File: src/apc_pkg.sv
package apc_pkg;

    // ------------------------------------------------------------
    // Register indexes and byte addresses
    // ------------------------------------------------------------
    localparam logic [7:0]  IDX_CFG12    = 8'h59;
    localparam logic [7:0]  IDX_CFG3     = 8'h5A;
    localparam logic [7:0]  IDX_STATUS   = 8'h60;
    localparam logic [7:0]  IDX_IRQ_STAT = 8'h61;
    localparam logic [7:0]  IDX_IRQ_MASK = 8'h62;
    localparam int          ADDR_W       = 12;
    localparam logic [11:0] ADDR_CFG12    = {2'h0, IDX_CFG12, 2'h0};
    localparam logic [11:0] ADDR_CFG3     = {2'h0, IDX_CFG3, 2'h0};
    localparam logic [11:0] ADDR_STATUS   = {2'h0, IDX_STATUS, 2'h0};
    localparam logic [11:0] ADDR_IRQ_STAT = {2'h0, IDX_IRQ_STAT, 2'h0};
    localparam logic [11:0] ADDR_IRQ_MASK = {2'h0, IDX_IRQ_MASK, 2'h0};

    // ------------------------------------------------------------
    // Pin count and per-pin field positions
    // ------------------------------------------------------------
    localparam int          NUM_PINS    = 3;
    localparam int          PIN_FIELD_W = 4;
    localparam int          BIT_DIR     = 0;
    localparam int          BIT_POL     = 1;
    localparam int          BIT_EDGE    = 2;
    localparam int          BIT_OUT     = 3;
    localparam int          SYNC_STAGES = 3;

    // ------------------------------------------------------------
    // Reset values and bus answers
    // ------------------------------------------------------------
    localparam logic [7:0]  CFG12_RESET = 8'h00;
    localparam logic [3:0]  CFG3_RESET  = 4'h0;
    localparam logic [2:0]  MASK_RESET  = 3'h0;
    localparam logic [1:0]  RESP_OKAY   = 2'h0;
    localparam logic [1:0]  RESP_SLVERR = 2'h2;

    // ------------------------------------------------------------
    // Carried types
    // ------------------------------------------------------------
    typedef struct packed {
        logic out_level;
        logic edge_mode;
        logic high_true;
        logic is_output;
    } apc_pin_cfg_t;

    typedef struct packed {
        logic [ADDR_W-1:0] addr;
        logic [31:0]       data;
        logic [3:0]        strb;
    } apc_wr_t;

endpackage

File: src/apc_pin_sense.sv
`timescale 1ns/1ps
module apc_pin_sense (
    // Clock and reset
    input  wire logic                  clock,
    input  wire logic                  rst_n,
    // Pin and settings
    input  wire logic                  pin_in,
    input  wire apc_pkg::apc_pin_cfg_t cfg,
    input  wire logic                  status_read,
    // Results
    output logic                       state_bit,
    output logic                       true_rise
);

    // ------------------------------------------------------------
    // Synchroniser
    // ------------------------------------------------------------
    logic [apc_pkg::SYNC_STAGES-1:0] sync_reg;
    logic                            stable_reg;
    logic                            true_reg;
    logic                            sticky_reg;

    always_ff @(posedge clock) begin
        if (!rst_n) begin
            sync_reg   <= '0;
            stable_reg <= 1'b0;
        end else begin
            sync_reg <= {sync_reg[apc_pkg::SYNC_STAGES-2:0], pin_in};
            if (sync_reg[1] == sync_reg[2]) begin
                stable_reg <= sync_reg[2];
            end
        end
    end

    // ------------------------------------------------------------
    // Polarity, level and sticky report
    // ------------------------------------------------------------
    wire level_true = (stable_reg == cfg.high_true) & ~cfg.is_output;
    wire sticky_next = level_true | (sticky_reg & ~status_read);

    always_ff @(posedge clock) begin
        if (!rst_n) begin
            // Starts true so leaving reset never looks like a pin event
            true_reg   <= 1'b1;
            sticky_reg <= 1'b0;
            state_bit  <= 1'b0;
            true_rise  <= 1'b0;
        end else begin
            true_reg   <= level_true;
            sticky_reg <= sticky_next;
            true_rise  <= level_true & ~true_reg;
            // Clear lands on the capture edge, so no true spell is lost
            state_bit  <= cfg.edge_mode ? sticky_next : level_true;
        end
    end

endmodule // apc_pin_sense

File: src/aux_pin_config.sv
`timescale 1ns/1ps
module aux_pin_config (
    // Clock and reset
    input  wire logic                        clock,
    input  wire logic                        rst_n,
    // Power state from the USB core
    input  wire logic                        usb_suspend,
    // Auxiliary pins
    input  wire logic [apc_pkg::NUM_PINS-1:0] pin_in,
    output logic      [apc_pkg::NUM_PINS-1:0] pin_out,
    output logic      [apc_pkg::NUM_PINS-1:0] pin_oe,
    // Interrupt
    output logic                             irq,
    // AXI4-Lite write address
    input  wire logic [apc_pkg::ADDR_W-1:0]  s_axi_awaddr,
    input  wire logic [2:0]                  s_axi_awprot,
    input  wire logic                        s_axi_awvalid,
    output logic                             s_axi_awready,
    // AXI4-Lite write data
    input  wire logic [31:0]                 s_axi_wdata,
    input  wire logic [3:0]                  s_axi_wstrb,
    input  wire logic                        s_axi_wvalid,
    output logic                             s_axi_wready,
    // AXI4-Lite write response
    output logic      [1:0]                  s_axi_bresp,
    output logic                             s_axi_bvalid,
    input  wire logic                        s_axi_bready,
    // AXI4-Lite read address
    input  wire logic [apc_pkg::ADDR_W-1:0]  s_axi_araddr,
    input  wire logic [2:0]                  s_axi_arprot,
    input  wire logic                        s_axi_arvalid,
    output logic                             s_axi_arready,
    // AXI4-Lite read data
    output logic      [31:0]                 s_axi_rdata,
    output logic      [1:0]                  s_axi_rresp,
    output logic                             s_axi_rvalid,
    input  wire logic                        s_axi_rready
);

    // ------------------------------------------------------------
    // State
    // ------------------------------------------------------------
    logic [7:0]                  cfg12_reg;
    logic [3:0]                  cfg3_reg;
    logic [2:0]                  irq_stat_reg;
    logic [2:0]                  irq_mask_reg;
    apc_pkg::apc_wr_t            wr_reg;
    logic                        aw_held_reg;
    logic                        w_held_reg;
    logic                        status_rd;
    logic [apc_pkg::NUM_PINS-1:0] state_bits;
    logic [apc_pkg::NUM_PINS-1:0] rise_bits;

    // ------------------------------------------------------------
    // Per-pin settings
    // ------------------------------------------------------------
    apc_pkg::apc_pin_cfg_t pin_cfg [apc_pkg::NUM_PINS];

    assign pin_cfg[0] = cfg12_reg[apc_pkg::PIN_FIELD_W-1:0];
    assign pin_cfg[1] = cfg12_reg[2*apc_pkg::PIN_FIELD_W-1:apc_pkg::PIN_FIELD_W];
    assign pin_cfg[2] = cfg3_reg;

    // ------------------------------------------------------------
    // Pin sensing, one slice per pin
    // ------------------------------------------------------------
    genvar gi;
    generate
        for (gi = 0; gi < apc_pkg::NUM_PINS; gi++) begin : g_pin
            apc_pin_sense u_sense (
                .clock       (clock),
                .rst_n       (rst_n),
                .pin_in      (pin_in[gi]),
                .cfg         (pin_cfg[gi]),
                .status_read (status_rd),
                .state_bit   (state_bits[gi]),
                .true_rise   (rise_bits[gi])
            );

            always_ff @(posedge clock) begin
                if (!rst_n) begin
                    pin_out[gi] <= 1'b0;
                    pin_oe[gi]  <= 1'b0;
                end else begin
                    pin_out[gi] <= pin_cfg[gi].out_level;
                    pin_oe[gi]  <= pin_cfg[gi].is_output & ~usb_suspend;
                end
            end
        end
    endgenerate

    // ------------------------------------------------------------
    // Write channel decode
    // ------------------------------------------------------------
    wire aw_fire   = s_axi_awvalid & s_axi_awready;
    wire w_fire    = s_axi_wvalid & s_axi_wready;
    wire b_fire    = s_axi_bvalid & s_axi_bready;
    wire wr_do     = aw_held_reg & w_held_reg & ~s_axi_bvalid;
    wire lane0     = wr_do & wr_reg.strb[0];
    wire wa_cfg12  = wr_reg.addr == apc_pkg::ADDR_CFG12;
    wire wa_cfg3   = wr_reg.addr == apc_pkg::ADDR_CFG3;
    wire wa_status = wr_reg.addr == apc_pkg::ADDR_STATUS;
    wire wa_istat  = wr_reg.addr == apc_pkg::ADDR_IRQ_STAT;
    wire wa_imask  = wr_reg.addr == apc_pkg::ADDR_IRQ_MASK;
    wire wa_hit    = wa_cfg12 | wa_cfg3 | wa_status | wa_istat | wa_imask;
    wire [7:0] wbyte = wr_reg.data[7:0];

    // Suspend strips the direction bits so pins come back as inputs
    wire [7:0] dir12_mask = 8'h11;
    wire [7:0] cfg12_wr   = (lane0 & wa_cfg12) ? wbyte : cfg12_reg;
    wire [7:0] cfg12_next = usb_suspend ? (cfg12_wr & ~dir12_mask) : cfg12_wr;
    wire [3:0] cfg3_wr    = (lane0 & wa_cfg3) ? wbyte[3:0] : cfg3_reg;
    wire [3:0] cfg3_next  = usb_suspend ? (cfg3_wr & 4'hE) : cfg3_wr;

    // Set wins over the write-one clear
    wire [2:0] istat_clr  = (lane0 & wa_istat) ? wbyte[2:0] : 3'h0;
    wire [2:0] istat_next = (irq_stat_reg & ~istat_clr) | rise_bits;

    // ------------------------------------------------------------
    // Read channel decode
    // ------------------------------------------------------------
    wire ar_fire   = s_axi_arvalid & s_axi_arready;
    wire r_fire    = s_axi_rvalid & s_axi_rready;
    wire ra_cfg12  = s_axi_araddr == apc_pkg::ADDR_CFG12;
    wire ra_cfg3   = s_axi_araddr == apc_pkg::ADDR_CFG3;
    wire ra_status = s_axi_araddr == apc_pkg::ADDR_STATUS;
    wire ra_istat  = s_axi_araddr == apc_pkg::ADDR_IRQ_STAT;
    wire ra_imask  = s_axi_araddr == apc_pkg::ADDR_IRQ_MASK;
    wire ra_hit    = ra_cfg12 | ra_cfg3 | ra_status | ra_istat | ra_imask;

    // Clear on the edge that captures the word: a pin true just before stays sticky
    assign status_rd = ar_fire & ra_status;

    wire [31:0] rd_mux =
        ra_cfg12  ? {24'h000000, cfg12_reg}        :
        ra_cfg3   ? {28'h0000000, cfg3_reg}        :
        ra_status ? {29'h00000000, state_bits}     :
        ra_istat  ? {29'h00000000, irq_stat_reg}   :
        ra_imask  ? {29'h00000000, irq_mask_reg}   :
                    32'h00000000;

    // ------------------------------------------------------------
    // Registers
    // ------------------------------------------------------------
    always_ff @(posedge clock) begin
        if (!rst_n) begin
            cfg12_reg    <= apc_pkg::CFG12_RESET;
            cfg3_reg     <= apc_pkg::CFG3_RESET;
            irq_stat_reg <= 3'h0;
            irq_mask_reg <= apc_pkg::MASK_RESET;
            irq          <= 1'b0;
        end else begin
            cfg12_reg    <= cfg12_next;
            cfg3_reg     <= cfg3_next;
            irq_stat_reg <= istat_next;
            if (lane0 & wa_imask) begin
                irq_mask_reg <= wbyte[2:0];
            end
            irq <= |(istat_next & irq_mask_reg);
        end
    end

    // ------------------------------------------------------------
    // Write handshake
    // ------------------------------------------------------------
    always_ff @(posedge clock) begin
        if (!rst_n) begin
            s_axi_awready <= 1'b1;
            s_axi_wready  <= 1'b1;
            aw_held_reg   <= 1'b0;
            w_held_reg    <= 1'b0;
            wr_reg        <= '0;
        end else begin
            if (aw_fire) begin
                s_axi_awready <= 1'b0;
                aw_held_reg   <= 1'b1;
                wr_reg.addr   <= s_axi_awaddr;
            end else if (b_fire) begin
                s_axi_awready <= 1'b1;
            end
            if (w_fire) begin
                s_axi_wready <= 1'b0;
                w_held_reg   <= 1'b1;
                wr_reg.data  <= s_axi_wdata;
                wr_reg.strb  <= s_axi_wstrb;
            end else if (b_fire) begin
                s_axi_wready <= 1'b1;
            end
            if (wr_do) begin
                aw_held_reg <= 1'b0;
                w_held_reg  <= 1'b0;
            end
        end
    end

    always_ff @(posedge clock) begin
        if (!rst_n) begin
            s_axi_bvalid <= 1'b0;
            s_axi_bresp  <= apc_pkg::RESP_OKAY;
        end else if (wr_do) begin
            s_axi_bvalid <= 1'b1;
            s_axi_bresp  <= wa_hit ? apc_pkg::RESP_OKAY : apc_pkg::RESP_SLVERR;
        end else if (b_fire) begin
            s_axi_bvalid <= 1'b0;
        end
    end

    // ------------------------------------------------------------
    // Read handshake
    // ------------------------------------------------------------
    always_ff @(posedge clock) begin
        if (!rst_n) begin
            s_axi_arready <= 1'b1;
            s_axi_rvalid  <= 1'b0;
            s_axi_rdata   <= 32'h00000000;
            s_axi_rresp   <= apc_pkg::RESP_OKAY;
        end else begin
            if (ar_fire) begin
                s_axi_arready <= 1'b0;
                s_axi_rvalid  <= 1'b1;
                s_axi_rdata   <= rd_mux;
                s_axi_rresp   <= ra_hit ? apc_pkg::RESP_OKAY : apc_pkg::RESP_SLVERR;
            end else if (r_fire) begin
                s_axi_arready <= 1'b1;
                s_axi_rvalid  <= 1'b0;
            end
        end
    end

endmodule // aux_pin_config

File: config.mk
export PLATFORM = sky130hd
export DESIGN_NAME = aux_pin_config
export DESIGN_NICKNAME = d
export VERILOG_FILES = /design/src/apc_pkg.sv /design/src/apc_pin_sense.sv /design/src/aux_pin_config.sv
export SDC_FILE = /design/constraint.sdc
export NUM_CORES = 1
export LEC_CHECK = 0
export BUFFER_PORTS_ARGS = -buffer_cell sky130_fd_sc_hd__clkbuf_2
export CORE_ASPECT_RATIO = 2
export CORE_MARGIN = 2
export CORE_UTILIZATION = 40
export CTS_BUF_LIST = sky130_fd_sc_hd__clkbuf_2 sky130_fd_sc_hd__clkbuf_4 sky130_fd_sc_hd__clkbuf_8
export DETAILED_ROUTE_END_ITERATION = 12
export HOLD_SLACK_MARGIN = 0.05
export PLACE_DENSITY = 0.66
export SLEW_MARGIN = 40
export SYNTH_ARGS = -nofsm -noshare
export SYNTH_HDL_FRONTEND = slang
export SYNTH_SLANG_ARGS = --single-unit
File: constraint.sdc
create_clock -name clock -period 2.4 [get_ports clock]
set_input_delay 0.12 -clock clock [delete_from_list [all_inputs] [get_ports clock]]
set_output_delay 0.12 -clock clock [all_outputs]
set_load 0.05 [all_outputs]
==> impl_summary.md <==
Clock tree
The insertion delay to the later sink of the worst-skew pair is 350 ps. The H-tree depth reported by CTS is 3. The number of post-CTS setup repair buffers is 0. Counting along the longest clock path gives a buffer depth of 2. The clock sink count is 87. The cell chosen for the clock root is sky130_fd_sc_hd__clkbuf_8. TritonCTS built the clock tree. After clock tree synthesis, the clock-pin slew on the worst setup and hold paths is 80 ps.

Counting the buffers created by CTS gives 9.

Placement
The count of port buffers added during placement is 65. The detailed placement HPWL is 6070 µm. Timing analysis after detailed placement gives a worst setup slack of 563 ps. Routability-driven placement finished with a final weighted congestion of 0.832.

Drt
After detailed routing, the average wire length per cell comes to 13.5 µm. The first routing iteration left 103 violations. The detailed router placed 3033 vias in this run. The residual antenna-violating net count after detailed routing is 0. The total iterations of the first detailed-routing run is 4. After detailed routing, the number of vias per cell comes to 5.03. The final routed DRC violation total is 0. The final layout contains routed wiring with a total length of 8130 µm.

Floorplan
The overall die area is 0.00982 mm². For this configuration, the core starts out at a cell density of 0.405. The die is 71.1 µm wide.

The die height is 138 µm. The core region is 0.00889 mm². The placement row count is 49. Pin placement for this block handled 125 I/O pins.

STA
Clock skew on the completed layout was measured at 6.05 ps. The final setup slack of the worst path is 569 ps. The maximum frequency from static timing analysis is 546 MHz. The max-slew violation total from the final report came to 0. The final setup violation count is 0.

Setup repair after global routing left no endpoint under its margin. The final number of hold-violating endpoints is 0. The sum of negative setup slack is 0 ps. The worst slack on hold paths is 96.4 ps.

Measured against its own limit, the worst slew margin works out to 0.534. Dividing the final minimum period by the clock period gives 0.763. The shortest clock period the worst path allows after layout is 1830 ps.

At the pin with the least slew margin, the transition time is 690 ps.

Global route
Entering global routing, the biggest net connects 25 pins. The number of antenna violations at the first check in global routing is 0. Global routing finished with a remaining overflow of 0. In the global route stage, overall resource usage came out at 0.175. The first global-routing pass estimated 13600 µm of wire. The via count of the first global-routing pass is 2960.

Critical path
The worst register-to-register path has a depth of 4. STA puts the critical path data required time at 2680 ps. The critical-path cell with the highest stage delay is sky130_fd_sc_hd__nor4b_2. Among the stages of the critical path, the cell type that occurs most often is sky130_fd_sc_hd__nor4b_2. The highest fanout seen on the critical path is 4. The category of the most critical setup path is register to register.

The signal on the critical path passes through nor4b_2 -> nand2_1 -> nor4b_2 -> mux2i_1. The delay contributed by the slowest stage of the critical path is 560 ps. At the worst endpoint, the arrival time is 2110 ps. The worst setup path is captured at a register. The kind of launch point of the worst setup path is a register.

Yosys
In the synthesized netlist the dominant register cell turns out to be sky130_fd_sc_hd__dfxtp_1. The number of enable flip-flop cells after synthesis is 0. For this run, the register share of the synthesized area comes to 0.484.

In this run the mean area of a mapped cell was 8.91 µm². The number of instances in the synthesized netlist is 404. The count of yosys warnings during synthesis is 0. The synthesized design contains 87 register bits. In this run the cell area of the synthesized design comes to 0.00360 mm². The proportion of register bits with asynchronous set or reset after synthesis is 0. The distinct cell type count of the synthesized netlist is 53.

Layout
The combined area of the multi-input logic cells is 0.00167 mm². The most frequent standard cell in the layout excluding fill and tap cells is sky130_fd_sc_hd__dfxtp_1. The area occupied by registers is 0.00174 mm². The register with the most flip-flops in the layout has 13 of them. In the layout the commonest cells are sky130_fd_sc_hd__dfxtp_1 (87), sky130_fd_sc_hd__nand2_1 (79), sky130_fd_sc_hd__clkbuf_2 (65). The share of layout cells above drive strength 1 is 0.194. Counting the fill cells in the layout gives 859.

The area growth from synthesis to layout is 22.8%. The repair_antennas step left the layout with diodes totalling 0. The final net count is 573.

Flow run
Across the run, the number of max-cap violations was 0.

Power
The power density over cell area is 676 mW/mm². The highest ir drop seen on vdd is 0.433 mV. The total leakage power is 1.80 nW. After layout, the design draws a total of 2.99 mW.

Outcome
The run finished with clean final reports.

Worst hold path
The worst hold path belongs to the class input pin to register. The number of instances on the worst hold path is 4.
-- worst max-delay path, delay by kind of cell (launching register included) --
kind | cells | cell delay (ps)
flip-flops | 1 | 320
multiplexers | 1 | 260
AND/OR/NAND/NOR | 3 | 1180
-- where the power goes --
group	total (mW)	internal, mW	switching [mW]
registers	1.52	1.49	0.0310
logic	0.367	0.114	0.253
clock network	1.10	0.622	0.477
-- logic make-up after synthesis --
family	share of synthesized area
AOI/OAI and AO/OA	0.146
xor gates and xnor gates	0.00973
and+or+nand+nor	0.240
DFF	0.484
other	0.00104
buffers and inverters	0.0786
muxes	0.0410
-- metrics by stage --
step | cell area (µm²) | utilization | cells
final | 4420 | 0.497 | 603
after global routing | 4420 | 0.497 | 603
after CTS | 4420 | 0.497 | 603
after detailed placement | 3930 | 0.442 | 561
after global placement | 3930 | 0.442 | 561
after floorplan | 3690 | - | 429
-- metal layers --
layer | vias to the layer above | share of wire | track usage | wire, µm
met5 | - | 0 | 0 | 0
met2 | 91 | 0.55 | 0.329 | 4480
li1 | 1529 | - | - | -
met3 | 14 | 0.039 | 0.0321 | 320
met1 | 1399 | 0.39 | 0.179 | 3150
met4 | 0 | 0.023 | 0.0824 | 184
-- path summary, 6_finish.rpt --
path / from / to / slack, ps
worst max-delay path: wr_reg[45]$_SDFFE_PN0P_ / irq_mask_reg[0]$_SDFFE_PN0P_ / 570
worst min-delay path: usb_suspend / cfg12_reg[4]$_SDFFE_PP0P_ / 100
worst min register to register: g_pin[1].u_sense.true_reg$_SDFF_PN1_ / g_pin[1].u_sense.true_rise$_SDFF_PN0_ / 390
worst max register to register: wr_reg[45]$_SDFFE_PN0P_ / irq_mask_reg[0]$_SDFFE_PN0P_ / 570
-- area by class of cell --
cell class                      count  area share
Tap cell                          102      0.0289
Timing Repair Buffer               97       0.143
Clock inverter                      2     0.00793
Inverter                            6     0.00510
Clock buffer                       14      0.0436
Sequential cell                    87       0.394
Multi-Input combinational cell    295       0.378
-- cell usage after synthesis, types with 2 or more instances --
cell type                  instances  area share
sky130_fd_sc_hd__nor3b_1           2      0.0042
sky130_fd_sc_hd__o21ai_0          21       0.029
sky130_fd_sc_hd__mux2_2            2      0.0063
sky130_fd_sc_hd__nand2_1          79       0.082
sky130_fd_sc_hd__mux2i_1          11       0.031
sky130_fd_sc_hd__a41oi_1           2      0.0049
sky130_fd_sc_hd__and3b_1           2      0.0049
sky130_fd_sc_hd__clkbuf_1         13       0.014
sky130_fd_sc_hd__nor4b_1           3      0.0073
sky130_fd_sc_hd__a22oi_1           5       0.010
sky130_fd_sc_hd__xnor2_1           4      0.0097
sky130_fd_sc_hd__nor2b_1           4      0.0070
sky130_fd_sc_hd__a21o_1            3      0.0063
sky130_fd_sc_hd__inv_1             5      0.0052
sky130_fd_sc_hd__nand2b_1          5      0.0087
sky130_fd_sc_hd__and3_1            3      0.0052
sky130_fd_sc_hd__nand3_1           7      0.0097
sky130_fd_sc_hd__a21oi_1          36       0.050
sky130_fd_sc_hd__nor2_1           15       0.016
sky130_fd_sc_hd__or3_1             2      0.0035
sky130_fd_sc_hd__and2_1           16       0.028
sky130_fd_sc_hd__nor4b_2           3       0.013
sky130_fd_sc_hd__a31oi_1           3      0.0052
sky130_fd_sc_hd__a211oi_1          2      0.0042
sky130_fd_sc_hd__nand3b_1          3      0.0063
sky130_fd_sc_hd__o31ai_1           5       0.010
sky130_fd_sc_hd__o22ai_1           5      0.0087
sky130_fd_sc_hd__nor3_1            5      0.0070
sky130_fd_sc_hd__buf_4            26       0.054
sky130_fd_sc_hd__nand4_1           3      0.0052
sky130_fd_sc_hd__dfxtp_1          87        0.48
-- what timing repair did --
item	in CTS	in global routing
resized for setup	0	0
hold buffers	26	0
hold endpoints to repair	26	0
Note: power is estimated with default switching activity, not from simulation.
